[src/hdl/cssc_params.svh]
// Constants of the subtract/shift/control execution block: offsets, fields, opcodes, counts.
// Assumes an APB master with 12-bit byte addresses and 32-bit data.
// Contract
// - Select-bank-one 5F, 4 cycles, sets flag bit 0; arithmetic flags unchanged.
// - Subtract-with-borrow stores dst minus src minus carry; opcodes 32 to 36.
// - Subtract stores dst minus src; opcodes 22 to 26; 4 or 6 cycles.
// - Subtract carry set on borrow, subtrahend above minuend, cleared otherwise.
// - Subtract zero flag follows zero result, sign flag follows negative result.
// - Subtract overflow: operands differ in sign, result sign equals source sign.
// - Both subtract forms set the decimal-adjust flag to one.
// - Subtract half-carry cleared on carry out of bit 3, set otherwise.
// - Force-carry DF, 4 cycles, sets carry, no other flag altered.
// - Arithmetic shift right keeps bit 7, shifts down, bit 0 to carry; D0/D1.
// - Shift: carry from bit 0, zero/sign follow result, overflow cleared, D/H kept.
// - Pointer load 31: select 10 loads low pointer bits 7:3, 01 high.
// - Select 00 loads both with bits 7:4; bit 3 low cleared, high set.
// - Stop 7F, 4 cycles, halts clocks and enters stopped state, flags unchanged.
// - While stopped all registers keep their contents.
// - Stopped state left only by external reset or external interrupt.
`ifndef CSSC_PARAMS_SVH
`define CSSC_PARAMS_SVH

`define CSSC_ADDR_CMD       12'h000
`define CSSC_ADDR_DST       12'h004
`define CSSC_ADDR_SRC       12'h008
`define CSSC_ADDR_FLAGS     12'h00C
`define CSSC_ADDR_STATUS    12'h010
`define CSSC_IDX_PTR_LOW    10'h0D6
`define CSSC_IDX_PTR_HIGH   10'h0D7

`define CSSC_FLAG_C         7
`define CSSC_FLAG_Z         6
`define CSSC_FLAG_S         5
`define CSSC_FLAG_V         4
`define CSSC_FLAG_D         3
`define CSSC_FLAG_H         2
`define CSSC_FLAG_BANK      0

`define CSSC_STAT_BUSY      0
`define CSSC_STAT_STOPPED   1
`define CSSC_STAT_BADOP     2

`define CSSC_OP_BANK_ONE    8'h5F
`define CSSC_OP_BSUB_FIRST  8'h32
`define CSSC_OP_BSUB_LAST   8'h36
`define CSSC_OP_SUB_FIRST   8'h22
`define CSSC_OP_SUB_LAST    8'h26
`define CSSC_OP_FORCE_C     8'hDF
`define CSSC_OP_ASHR_R      8'hD0
`define CSSC_OP_ASHR_IR     8'hD1
`define CSSC_OP_PTR_LOAD    8'h31
`define CSSC_OP_STOP        8'h7F

`define CSSC_PTR_SEL_BOTH   2'h0
`define CSSC_PTR_SEL_HIGH   2'h1
`define CSSC_PTR_SEL_LOW    2'h2
`define CSSC_PTR_SEL_NONE   2'h3

`define CSSC_CYC_SHORT      3'h4
`define CSSC_CYC_LONG       3'h6

`define CSSC_FLAGS_RST      8'h00
`define CSSC_PTR_RST        8'h00

`endif

[src/hdl/cssc_pkg.sv]
// Types of the subtract/shift/control execution block.
// Assumes nothing of its surroundings.
package cssc_pkg;

  typedef enum logic [2:0] {
    CSSC_IDLE    = 3'b001,
    CSSC_EXEC    = 3'b010,
    CSSC_STOPPED = 3'b100
  } cssc_state_type;

  typedef struct packed {
    cssc_state_type st;
    logic [2:0]     cnt;
    logic [7:0]     op;
    logic [7:0]     dst;
    logic [7:0]     src;
    logic [7:0]     flags;
    logic [7:0]     ptr_low;
    logic [7:0]     ptr_high;
    logic           bad_op;
    logic           int_meta;
    logic           int_sync;
    logic [31:0]    rdata;
  } cssc_regs_type;

endpackage

[src/hdl/cssc_sub_shift_alu.sv]
// Combinational subtract and arithmetic-shift unit with flag generation.
// Assumes the caller picks the operation and registers the outputs.
`timescale 1ns/1ps
`default_nettype none
`include "cssc_params.svh"

module cssc_sub_shift_alu
(
  input  wire logic       shift_sel_in,
  input  wire logic       borrow_sel_in,
  input  wire logic [7:0] dst_in,
  input  wire logic [7:0] src_in,
  input  wire logic [7:0] flags_in,
  output logic      [7:0] res_out,
  output logic      [7:0] flags_out
);

  always_comb
  begin
    logic       borrow_in;
    logic [8:0] diff;
    logic [4:0] nib_diff;
    borrow_in = borrow_sel_in & flags_in[`CSSC_FLAG_C];
    diff      = {1'b0, dst_in} - {1'b0, src_in} - {8'h00, borrow_in};
    nib_diff  = {1'b0, dst_in[3:0]} - {1'b0, src_in[3:0]} - {4'h0, borrow_in};
    res_out   = diff[7:0];
    flags_out = flags_in;
    if (shift_sel_in)
    begin
      res_out = {dst_in[7], dst_in[7:1]};
      flags_out[`CSSC_FLAG_C] = dst_in[0];
      flags_out[`CSSC_FLAG_Z] = ({dst_in[7], dst_in[7:1]} == 8'h00);
      flags_out[`CSSC_FLAG_S] = dst_in[7];
      flags_out[`CSSC_FLAG_V] = 1'b0;
    end
    else
    begin
      flags_out[`CSSC_FLAG_C] = diff[8];
      flags_out[`CSSC_FLAG_Z] = (diff[7:0] == 8'h00);
      flags_out[`CSSC_FLAG_S] = diff[7];
      flags_out[`CSSC_FLAG_V] = (dst_in[7] ^ src_in[7]) & ~(diff[7] ^ src_in[7]);
      flags_out[`CSSC_FLAG_D] = 1'b1;
      flags_out[`CSSC_FLAG_H] = nib_diff[4];
    end
  end

endmodule
`default_nettype wire

[src/hdl/cssc_exec_top.sv]
// Execution unit for bank select, subtract, force-carry, arithmetic shift, pointer load, stop.
// Assumes an APB master on CORE_CLK_IN and an asynchronous external interrupt level.
`timescale 1ns/1ps
`default_nettype none
`include "cssc_params.svh"

module cssc_exec_top
(
  input  wire logic        CORE_CLK_IN,
  input  wire logic        RST_IN,
  input  wire logic        PSEL_IN,
  input  wire logic        PENABLE_IN,
  input  wire logic        PWRITE_IN,
  input  wire logic [11:0] PADDR_IN,
  input  wire logic [31:0] PWDATA_IN,
  input  wire logic        EXT_INT_IN,
  output logic      [31:0] PRDATA_OUT,
  output logic             PREADY_OUT,
  output logic             PSLVERR_OUT,
  output logic             CLK_HALT_OUT,
  output logic             BANK_SEL_OUT,
  output logic      [7:0]  PTR_LOW_OUT,
  output logic      [7:0]  PTR_HIGH_OUT
);

  localparam logic [11:0] ADDR_PTR_LOW  = {`CSSC_IDX_PTR_LOW, 2'b00};
  localparam logic [11:0] ADDR_PTR_HIGH = {`CSSC_IDX_PTR_HIGH, 2'b00};

  cssc_pkg::cssc_regs_type cur_q;
  cssc_pkg::cssc_regs_type nxt_d;

  logic       busy;
  logic       stopped;
  logic       mapped;
  logic       access;
  logic       wr_ok;
  logic       commit;
  logic [7:0] alu_res;
  logic [7:0] alu_flags;

  function automatic logic is_bsub(input logic [7:0] op);
    is_bsub = (op >= `CSSC_OP_BSUB_FIRST) && (op <= `CSSC_OP_BSUB_LAST);
  endfunction

  function automatic logic is_sub(input logic [7:0] op);
    is_sub = (op >= `CSSC_OP_SUB_FIRST) && (op <= `CSSC_OP_SUB_LAST);
  endfunction

  function automatic logic is_ashr(input logic [7:0] op);
    is_ashr = (op == `CSSC_OP_ASHR_R) || (op == `CSSC_OP_ASHR_IR);
  endfunction

  // Zero marks an opcode this unit does not execute
  function automatic logic [2:0] op_cycles(input logic [7:0] op);
    if ((op == `CSSC_OP_SUB_FIRST) || (op == `CSSC_OP_BSUB_FIRST))
      op_cycles = `CSSC_CYC_SHORT;
    else if (is_sub(op) || is_bsub(op))
      op_cycles = `CSSC_CYC_LONG;
    else if ((op == `CSSC_OP_BANK_ONE) || (op == `CSSC_OP_FORCE_C) ||
             (op == `CSSC_OP_PTR_LOAD) || (op == `CSSC_OP_STOP) || is_ashr(op))
      op_cycles = `CSSC_CYC_SHORT;
    else
      op_cycles = 3'h0;
  endfunction

  function automatic logic addr_mapped(input logic [11:0] addr);
    addr_mapped = (addr == `CSSC_ADDR_CMD) || (addr == `CSSC_ADDR_DST) ||
                  (addr == `CSSC_ADDR_SRC) || (addr == `CSSC_ADDR_FLAGS) ||
                  (addr == `CSSC_ADDR_STATUS) || (addr == ADDR_PTR_LOW) ||
                  (addr == ADDR_PTR_HIGH);
  endfunction

  cssc_sub_shift_alu u_alu
  (
    .shift_sel_in  (is_ashr(cur_q.op)),
    .borrow_sel_in (is_bsub(cur_q.op)),
    .dst_in        (cur_q.dst),
    .src_in        (cur_q.src),
    .flags_in      (cur_q.flags),
    .res_out       (alu_res),
    .flags_out     (alu_flags)
  );

  assign busy    = (cur_q.st == cssc_pkg::CSSC_EXEC);
  assign stopped = (cur_q.st == cssc_pkg::CSSC_STOPPED);
  assign mapped  = addr_mapped(PADDR_IN);
  assign access  = PSEL_IN && PENABLE_IN && !busy;
  // stopped refuses writes
  // Clock halted: register writes are refused, reads still show retained state
  assign wr_ok   = access && PWRITE_IN && mapped && !stopped &&
                   (PADDR_IN != `CSSC_ADDR_STATUS);
  assign commit  = busy && (cur_q.cnt == 3'h0);

  always_comb
  begin
    nxt_d          = cur_q;
    nxt_d.int_meta = EXT_INT_IN;
    nxt_d.int_sync = cur_q.int_meta;
    unique case (cur_q.st)
      cssc_pkg::CSSC_IDLE:
      begin
        if (wr_ok)
        begin
          unique case (PADDR_IN)
            `CSSC_ADDR_CMD:
            begin
              if (op_cycles(PWDATA_IN[7:0]) != 3'h0)
              begin
                nxt_d.st     = cssc_pkg::CSSC_EXEC;
                nxt_d.cnt    = op_cycles(PWDATA_IN[7:0]) - 3'h1;
                nxt_d.op     = PWDATA_IN[7:0];
                nxt_d.bad_op = 1'b0;
              end
              else
              begin
                nxt_d.bad_op = 1'b1;
              end
            end
            `CSSC_ADDR_DST:   nxt_d.dst      = PWDATA_IN[7:0];
            `CSSC_ADDR_SRC:   nxt_d.src      = PWDATA_IN[7:0];
            `CSSC_ADDR_FLAGS: nxt_d.flags    = PWDATA_IN[7:0];
            ADDR_PTR_LOW:     nxt_d.ptr_low  = PWDATA_IN[7:0];
            ADDR_PTR_HIGH:    nxt_d.ptr_high = PWDATA_IN[7:0];
            default:          nxt_d.bad_op   = cur_q.bad_op;
          endcase
        end
      end
      cssc_pkg::CSSC_EXEC:
      begin
        if (!commit)
        begin
          nxt_d.cnt = cur_q.cnt - 3'h1;
        end
        else
        begin
          nxt_d.st = cssc_pkg::CSSC_IDLE;
          if (cur_q.op == `CSSC_OP_BANK_ONE)
          begin
            nxt_d.flags[`CSSC_FLAG_BANK] = 1'b1;
          end
          else if (cur_q.op == `CSSC_OP_FORCE_C)
          begin
            nxt_d.flags[`CSSC_FLAG_C] = 1'b1;
          end
          else if (cur_q.op == `CSSC_OP_STOP)
          begin
            nxt_d.st = cssc_pkg::CSSC_STOPPED;
          end
          else if (cur_q.op == `CSSC_OP_PTR_LOAD)
          begin
            unique case (cur_q.src[1:0])
              `CSSC_PTR_SEL_LOW:  nxt_d.ptr_low[7:3]  = cur_q.src[7:3];
              `CSSC_PTR_SEL_HIGH: nxt_d.ptr_high[7:3] = cur_q.src[7:3];
              `CSSC_PTR_SEL_BOTH:
              begin
                nxt_d.ptr_low[7:3]  = {cur_q.src[7:4], 1'b0};
                nxt_d.ptr_high[7:3] = {cur_q.src[7:4], 1'b1};
              end
              default: nxt_d.ptr_low = cur_q.ptr_low;
            endcase
          end
          else
          begin
            nxt_d.dst   = alu_res;
            nxt_d.flags = alu_flags;
          end
        end
      end
      cssc_pkg::CSSC_STOPPED:
      begin
        if (cur_q.int_sync)
        begin
          nxt_d.st = cssc_pkg::CSSC_IDLE;
        end
      end
      default: nxt_d.st = cssc_pkg::CSSC_IDLE;
    endcase
    // Read data tracks the state that the access cycle will see
    unique case (PADDR_IN)
      `CSSC_ADDR_DST:    nxt_d.rdata = {24'h000000, nxt_d.dst};
      `CSSC_ADDR_SRC:    nxt_d.rdata = {24'h000000, nxt_d.src};
      `CSSC_ADDR_FLAGS:  nxt_d.rdata = {24'h000000, nxt_d.flags};
      `CSSC_ADDR_STATUS:
      begin
        nxt_d.rdata                     = 32'h00000000;
        nxt_d.rdata[`CSSC_STAT_BUSY]    = (nxt_d.st == cssc_pkg::CSSC_EXEC);
        nxt_d.rdata[`CSSC_STAT_STOPPED] = (nxt_d.st == cssc_pkg::CSSC_STOPPED);
        nxt_d.rdata[`CSSC_STAT_BADOP]   = nxt_d.bad_op;
      end
      ADDR_PTR_LOW:      nxt_d.rdata = {24'h000000, nxt_d.ptr_low};
      ADDR_PTR_HIGH:     nxt_d.rdata = {24'h000000, nxt_d.ptr_high};
      default:           nxt_d.rdata = 32'h00000000;
    endcase
  end

  always_ff @(posedge CORE_CLK_IN)
  begin
    if (RST_IN)
    begin
      cur_q <= '{st: cssc_pkg::CSSC_IDLE, flags: `CSSC_FLAGS_RST, ptr_low: `CSSC_PTR_RST,
                 ptr_high: `CSSC_PTR_RST, default: '0};
    end
    else
    begin
      cur_q <= nxt_d;
    end
  end

  // Wait states while an instruction executes
  assign PREADY_OUT   = !busy;
  assign PSLVERR_OUT  = access && (!mapped || (PWRITE_IN && !wr_ok));
  assign PRDATA_OUT   = cur_q.rdata;
  assign CLK_HALT_OUT = stopped;
  assign BANK_SEL_OUT = cur_q.flags[`CSSC_FLAG_BANK];
  assign PTR_LOW_OUT  = cur_q.ptr_low;
  assign PTR_HIGH_OUT = cur_q.ptr_high;
endmodule
`default_nettype wire

[config.mk]
export PLATFORM = sky130hd
export DESIGN_NAME = cssc_exec_top
export DESIGN_NICKNAME = d
export VERILOG_FILES = /design/src/hdl/cssc_pkg.sv /design/src/hdl/cssc_sub_shift_alu.sv /design/src/hdl/cssc_exec_top.sv
export VERILOG_INCLUDE_DIRS = /design/src /design/src/hdl
export SDC_FILE = /design/constraint.sdc
export NUM_CORES = 1
export LEC_CHECK = 0
export BUFFER_PORTS_ARGS = -buffer_cell sky130_fd_sc_hd__buf_2
export CORE_ASPECT_RATIO = 0.75
export CORE_UTILIZATION = 40
export DETAILED_ROUTE_END_ITERATION = 6
export GPL_TIMING_DRIVEN = 0
export HOLD_SLACK_MARGIN = 0.08
export PLACE_DENSITY = 0.73
export SYNTH_ARGS = -nofsm -noshare
export SYNTH_HDL_FRONTEND = slang
export SYNTH_SLANG_ARGS = --single-unit
[constraint.sdc]
create_clock -name CORE_CLK_IN -period 5.25 [get_ports CORE_CLK_IN]
set_input_delay 0.2625 -clock CORE_CLK_IN [delete_from_list [all_inputs] [get_ports CORE_CLK_IN]]
set_output_delay 0.2625 -clock CORE_CLK_IN [all_outputs]
set_load 0.03 [all_outputs]
==> results of run 1 <==
==> cell type report <==
| class | count | area (um2) |
|---|---|---|
| inverters | 26 | 97.6 |
| well taps | 157 | 196 |
| fillers | 1122 | 5600 |
| repair buffers | 52 | 260 |
| plain buffers | 77 | 494 |
| clock inverters | 5 | 77.6 |
| multi-input cells | 445 | 2910 |
| clock buffers | 11 | 253 |
| flip-flops and latches | 65 | 1300 |
==> power by group through the flow <==
| stage | sequential [mW] | clock [mW] | combinational (mW) |
|---|---|---|---|
| 5_1_grt | 0.494 | 0.699 | 0.110 |
| 3_5_place_dp | 0.505 | 0 | 0.100 |
| 3_3_place_gp | 0.505 | 0 | 0.0983 |
| 2_1_floorplan | 0.505 | 0 | 0.0696 |
| 6_report | 0.494 | 0.670 | 0.104 |
| 4_1_cts | 0.494 | 0.673 | 0.100 |
==> logic make-up after synthesis <==
logic type | synth area share
AOI/OAI and AO/OA | 0.201
xor gates and xnor gates | 0.0186
adders and majority gates | 0.0510
buffers and inverters | 0.126
DFF | 0.276
muxes | 0.0536
other | 0.000795
and+or+nand+nor | 0.274
==> cell usage in the layout, fill, tap and decap left out, types with 4 or more instances in the layout <==
master     synthesis  routed
a211oi_1          12      12
a21oi_1           27      27
a22oi_1           14      14
a31oi_1           10      10
and2_1             4       4
buf_2              5      57
buf_4             49      49
clkbuf_1          20      20
clkbuf_16          0       9
conb_1             1      24
dfxtp_1           65      65
ha_1              16      16
inv_1             25      25
mux2i_1           23      23
nand2_1           43      43
nand2b_1          12      12
nand3_1           16      16
nand3b_1           4       4
nand4_1            9       9
nor2_1            72      72
nor2b_1           11      11
nor3_1            10      10
nor4_1            11      11
nor4b_1            5       5
o211ai_1           7       7
o21ai_0           19      19
o311a_1            4       4
or4_1              5       5
xnor2_1            4       4
xor2_1             6       6
==> registers in the layout, summed over array words and instances (netlist names) <==
| name | cells |
|---|---|
| cur_q | 40 |
| PTR_HIGH_OUT | 8 |
| PTR_LOW_OUT | 8 |
| BANK_SEL_OUT | 1 |
| PRDATA_OUT | 8 |
==> through the flow <==
stage / instance area (um2) / instances / util
after global routing: 5590 / 838 / 0.499
after global placement: 5260 / 822 / 0.470
after CTS: 5590 / 838 / 0.499
after detailed placement: 5260 / 822 / 0.470
after floorplan: 4800 / 613 / -
final: 5590 / 838 / 0.499
==> how the worst max path moves through the flow <==
stage,slack (ns),startpoint,end,cells after the start
6_report,0.53,cur_q[80]$_SDFFE_PP0P_,PRDATA_OUT[7]$_SDFF_PP0_,15
4_1_cts,0.71,cur_q[80]$_SDFFE_PP0P_,PRDATA_OUT[7]$_SDFF_PP0_,15
3_5_place_dp,0.71,cur_q[80]$_SDFFE_PP0P_,PRDATA_OUT[7]$_SDFF_PP0_,15
5_1_grt,0.28,cur_q[80]$_SDFFE_PP0P_,PRDATA_OUT[7]$_SDFF_PP0_,15
3_3_place_gp,0.84,cur_q[82]$_SDFFE_PP0P_,PRDATA_OUT[7]$_SDFF_PP0_,15
2_1_floorplan,1.40,cur_q[82]$_SDFFE_PP0P_,PRDATA_OUT[7]$_SDFF_PP0_,15
==> worst max-delay path, stage by stage, from the launching register on <==
cell and delay (ns):
dfxtp_1 0.44, nand2b_1 0.13, nor4b_1 0.33, o2111ai_1 0.22, fa_1 0.56, inv_1 0.05
ha_1 0.17, or2_2 0.28, fa_1 0.41, nand2b_1 0.19, a31o_2 0.26, a41oi_1 0.29
mux2i_1 0.17, a2111oi_0 0.54, o21ai_0 0.33, a31oi_1 0.27
==> per-layer routing <==
layer | GRT usage | vias to the layer above | routed length, um
met5 | 0 | - | 0
met4 | 0.0675 | 0 | 188
met1 | 0.352 | 2314 | 6700
met2 | 0.378 | 293 | 6350
met3 | 0.0784 | 27 | 1870
li1 | - | 2254 | -
==> metrics.cfg, run 1 <==
[timing]
slew_headroom=0.243
setup_tns_ns=0
holdWs_ns=0.134
fin_crit_sh=0.900
clock.fmax_mhz=212
skew_ns=0.00616
fin_ws_ns=0.526
grt_setup_unrepaired=false
setup_viol=0
fin_crit_ns=4.72
max_slew.worst_pin.slew_ns=1.13
maxSlewViolCount=0
finalHoldViolCount=0

[placement]
hpwl_mm=11.4
place.gp.congestion=0.948
pre_cts_ws_ns=0.709
placement.io_buffers=52

[yosys]
syn_inst=590
synth_top_area_cell=dfxtp_1
synth_top_area_share=0.276
synthTopCellsByArea=dfxtp_1 28%, buf_4 7.8%, nor2_1 5.7%
ys_seq_area_frac=0.276
synth_edf_count=0
mappedNetlistArea_mm2=0.00471
ys_warn_count=0
synthTopCellsByCount=72 x nor2_1, 65 x dfxtp_1, 49 x buf_4, 43 x nand2_1, 27 x a21oi_1
ys_seq_elements=65
synth.avg_cell_area_um2=7.99
async_reset_ff_frac=0
yosysMostFrequentCell=nor2_1
netlist-cell-type-count=77
synth_ff_type=dfxtp_1

[pwr]
p_comb_frac=0.082
seqPwrFrac=0.390
p_sw_frac=0.240
p_sw_mw=0.305
clock_power_share=0.528
power.total_mw=1.27
peakVddDrop_mv=0.168
p_leak_nw=2.25
power.internal_mw=0.963
power_density_mw_per_mm2=227

[clocking]
cts_tree=done
post_cts_buffers=0
cts_resized=0
cts_made_buffers=9
path_clk_slew_ns=0.05
clock-sinks=65
root_buffer=clkbuf_16
clk_latency_ns=0.35
cts_hold_buf=0
cts_buffer_depth=2
htreeDepth=3

[run]
drv_cap=0

[grt]
antenna_found_initial=0
grt_pass1_wl_mm=23.2
grt_pass1_vias=4408
grt_max_degree=12
gr-usage-all-layers=0.253
gr-total-overflow=0

[worst_setup_path]
worst-endpoint-required_ns=5.51
start_kind=flip-flop
path_class=reg -> reg
endpoint_kind=flip-flop
path_max_fanout=6
worstReg2RegEnd=PRDATA_OUT[7]$_SDFF_PP0_
worstReg2RegStart=cur_q[80]$_SDFFE_PP0P_
critical_path_arrival_ns=4.99
regToRegSetupSlack_ns=0.53
r2r_cells=15

[min_path]
hp-class=in -> reg
hold_start=EXT_INT_IN
hold_end=cur_q[33]$_SDFF_PP0_
hold_path_depth=2

[die]
num_rows=33
die_h_um=96.0
dieWidth_um=127
start_util=0.421
core_mm2=0.0112
ios=102
die_area_mm2=0.0122

[layout]
syn2layout_area_growth_pct=18.5
nNetsFinal=744
drive_gt1_frac=0.216
antenna_cells=0

[detailed_routing]
route.detailed.wl_per_inst_um=18.0
drc=0
wirelength_mm=15.1
drt_iter0_drc=504
viasPerCell=5.83
firstDrtPassIters=5
vias=4888
ant_nets=0

[outcome]
status=complete, no violations

Note: power is estimated with default switching activity, not from simulation.
==> run 2: changes to the inputs <==
- PLACE_DENSITY: 0.73 -> 0.72
- SYNTH_HIERARCHICAL: default -> 1
==> run 2 against run 1 <==
Effect of this change:
- clock power down 17%
- final cell count up 10%
- synthesized cell count up 13%
- routed wire length up 23%
- count of clock-buffer cells in the layout down 2
- worst hold slack better by 0.021 ns
- die area up 10%
- non-clock buffer count up 6
- flip-flop and latch count unchanged
- fmax down 3.1%
- area after synthesis up 10%
==> metrics.cfg, run 2 <==
[layout]
largest_reg_flops=40  ; unchanged
drive_gt1_frac=0.213  ; was 0.216
fin_cells=923  ; was 838
largest-register=cur_q  ; unchanged
syn2layout_area_growth_pct=15.8  ; was 18.5%
layout_commonest_cell=nand2_1  ; was nor2_1
fill_cells=1251  ; was 1,122
layout.cells.most_common_list=68 x nand2_1, 65 x dfxtp_1, 61 x nor2_1, 55 x buf_2, 51 x buf_4  ; was 72 x nor2_1, 65 x dfxtp_1, 57 x buf_2, 49 x buf_4, 43 x nand2_1
nNetsFinal=820  ; was 744
post-route-util=0.482  ; was 0.499
antenna_cells=0  ; unchanged
finalInstanceArea_mm2=0.00602  ; was 0.00559 mm2

[yosys]
synth.avg_cell_area_um2=7.79  ; was 7.99 um2
synth_top_family_by_area=simple AND/OR/NAND/NOR gates  ; unchanged
async_reset_ff_frac=0  ; unchanged
synth_fa_ha_area_frac=0.0462  ; was 0.0510
synth_ff_type=dfxtp_1  ; unchanged
synth_top_area_cell=dfxtp_1  ; unchanged
synthMuxAreaShare=0.0501  ; was 0.0536
synthTopCellsByCount=68 x nand2_1, 65 x dfxtp_1, 61 x nor2_1, 51 x buf_4, 44 x a21oi_1  ; was 72 x nor2_1, 65 x dfxtp_1, 49 x buf_4, 43 x nand2_1, 27 x a21oi_1
netlist-cell-type-count=86  ; was 77
mappedNetlistArea_mm2=0.00520  ; was 0.00471 mm2
synth_compound_area_frac=0.247  ; was 0.201
synth_xor_xnor_area_share=0.0169  ; was 0.0186
yosysMostFrequentCell=nand2_1  ; was nor2_1
ys_warn_count=6  ; was 0
synthTopCellsByArea=dfxtp_1 25%, buf_4 7.4%, nand2_1 4.9%  ; was dfxtp_1 28%, buf_4 7.8%, nor2_1 5.7%
ys_seq_area_frac=0.250  ; was 0.276
synth_edf_count=0  ; unchanged
syn_inst=667  ; was 590
yosys.area_share.simple=0.266  ; was 0.274
synth_top_area_share=0.250  ; was 0.276
ys_seq_elements=65  ; unchanged

[placement]
hpwl_mm=14.1  ; was 11.4 mm
pre_cts_ws_ns=0.509  ; was 0.709 ns
place_inst=907  ; was 822
place.gp.congestion=1.02  ; was 0.948
placement.io_buffers=51  ; was 52
dpl_cell_area_mm2=0.00575  ; was 0.00526 mm2

[worst_setup_path]
crit_path_end=PRDATA_OUT[7]$_SDFF_PP0_  ; unchanged
worstReg2RegStart=cur_q[80]$_SDFFE_PP0P_  ; unchanged
path_max_fanout=8  ; was 6
crit_slowest_cell=dfxtp_1  ; was fa_1
endpoint_kind=flip-flop  ; unchanged
worstReg2RegEnd=PRDATA_OUT[7]$_SDFF_PP0_  ; unchanged
cp_num_buf_inv=1  ; unchanged
critical_path_arrival_ns=5.10  ; was 4.99 ns
crit_path_start=cur_q[80]$_SDFFE_PP0P_  ; unchanged
cp_top_family=simple AND/OR/NAND/NOR gates  ; was compound AO/OA/AOI/OAI gates
worst-endpoint-required_ns=5.47  ; was 5.51 ns
crit_chain=nor4bb_1 > clkbuf_1 > nand2_1 > nor3_1 > nand2_1 > fa_1 > fa_1 > or2b_1 > a2111oi_2 > o31ai_1 > nand3_1 > nor3b_1 > nor2_1 > a311oi_1 > a311oi_1 > or2b_1 > a41oi_1  ; was nand2b_1 > nor4b_1 > o2111ai_1 > fa_1 > inv_1 > ha_1 > or2_2 > fa_1 > nand2b_1 > a31o_2 > a41oi_1 > mux2i_1 > a2111oi_0 > o21ai_0 > a31oi_1
start_kind=flip-flop  ; unchanged
cpPeakStageDelay_ns=0.46  ; was 0.56 ns
path_class=reg -> reg  ; unchanged
crit_cells=17  ; was 15
regToRegSetupSlack_ns=0.37  ; was 0.53 ns
r2r_cells=17  ; was 15

[timing]
maxSlewViolCount=0  ; unchanged
clock.fmax_mhz=205  ; was 212 MHz
setup_tns_ns=0  ; unchanged
holdWs_ns=0.155  ; was 0.134 ns
slew_headroom=0.327  ; was 0.243
max_slew.worst_pin.slew_ns=1.00  ; was 1.13 ns
fin_ws_ns=0.375  ; was 0.526 ns
fin_crit_ns=4.88  ; was 4.72 ns
fin_crit_sh=0.929  ; was 0.900
grt_setup_unrepaired=false  ; unchanged
setup_viol=0  ; unchanged
skew_ns=0.00843  ; was 0.00616 ns
finalHoldViolCount=0  ; unchanged

[run]
drv_cap=0  ; unchanged

[clocking]
cts_resized=0  ; unchanged
cts_buffer_depth=2  ; unchanged
htreeDepth=3  ; unchanged
post_cts_buffers=0  ; unchanged
clock-sinks=65  ; unchanged
cts_tree=done  ; unchanged
root_buffer=clkbuf_16  ; unchanged
path_clk_slew_ns=0.06  ; was 0.05 ns
clk_latency_ns=0.35  ; about the same
cts_hold_buf=0  ; unchanged
cts_made_buffers=9  ; unchanged

[outcome]
status=complete, no violations  ; unchanged

[grt]
gr-total-overflow=0  ; unchanged
grt_max_degree=13  ; was 12
gr-usage-all-layers=0.282  ; was 0.253
grt_pass1_wl_mm=28.5  ; was 23.2 mm
grt_pass1_vias=4811  ; was 4,408
antenna_found_initial=1  ; was 0

[detailed_routing]
drt_iter0_drc=720  ; was 504
drc=0  ; unchanged
ant_nets=0  ; unchanged
route.detailed.wl_per_inst_um=20.1  ; was 18.0 um
vias=5553  ; was 4,888
firstDrtPassIters=6  ; was 5
wirelength_mm=18.6  ; was 15.1 mm
viasPerCell=6.02  ; was 5.83

[pwr]
peakVddDrop_mv=0.149  ; was 0.168 mV
power_density_mw_per_mm2=194  ; was 227 mW/mm2
p_leak_nw=2.31  ; was 2.25 nW
power.total_mw=1.17  ; was 1.27 mW

[die]
ios=102  ; unchanged
die_h_um=101  ; was 96.0 um
core_mm2=0.0125  ; was 0.0112 mm2
dieWidth_um=134  ; was 127 um
start_util=0.416  ; was 0.421
die_area_mm2=0.0135  ; was 0.0122 mm2
num_rows=35  ; was 33

[min_path]
hp-class=in -> reg  ; unchanged

## run 2: cell types whose count changed after synthesis, moves of 10 or more
cell / delta
a21oi_1: +17
and3_1: +10
nor2_1: -11
nand2_1: +25
## run 2: per-layer routing
metal	part of all wire	global-route usage	up-vias
li1	-	-	2577
met5	0.00043	0	-
met4	0.022	0.0909	2
met3	0.12	0.0830	39
met1	0.46	0.414	2585
met2	0.40	0.389	350
## run 2: how the worst min path moves through the flow
stage	to	depth (start not counted)	start
after floorplan	cur_q[33]$_SDFF_PP0_	1	EXT_INT_IN
after global placement	cur_q[32]$_SDFF_PP0_	1	cur_q[33]$_SDFF_PP0_
final	cur_q[33]$_SDFF_PP0_	2	EXT_INT_IN
after global routing	cur_q[33]$_SDFF_PP0_	2	EXT_INT_IN
after detailed placement	cur_q[32]$_SDFF_PP0_	1	cur_q[33]$_SDFF_PP0_
after CTS	cur_q[33]$_SDFF_PP0_	2	EXT_INT_IN
## run 2: cells by family after synthesis
| family | count (synthesis) |
|---|---|
| and+or+nand+nor | 251 |
| xor gates and xnor gates | 10 |
| buffers and inverters | 115 |
| adders and majority gates | 18 |
| DFF | 65 |
| AOI/OAI and AO/OA | 182 |
| other | 1 |
| muxes | 25 |
## run 2: final cells by class
class                      count  area (um2)  area share
sequential                    65        1300       0.216
multi-input combinational    510        3350       0.556
timing repair buffer          51         255      0.0424
clock inverter                 7        47.5     0.00790
clock buffer                   9         225      0.0374
buffer                        84         519      0.0863
tap                          166         208      0.0345
inverter                      31         116      0.0193
## run 2: report_power, final
part           internal, mW  switching, mW  total, mW  leakage (nW)
sequential            0.494       0.000139      0.494         0.524
combinational        0.0315         0.0822      0.114          1.66
clock                 0.318          0.241      0.559         0.131
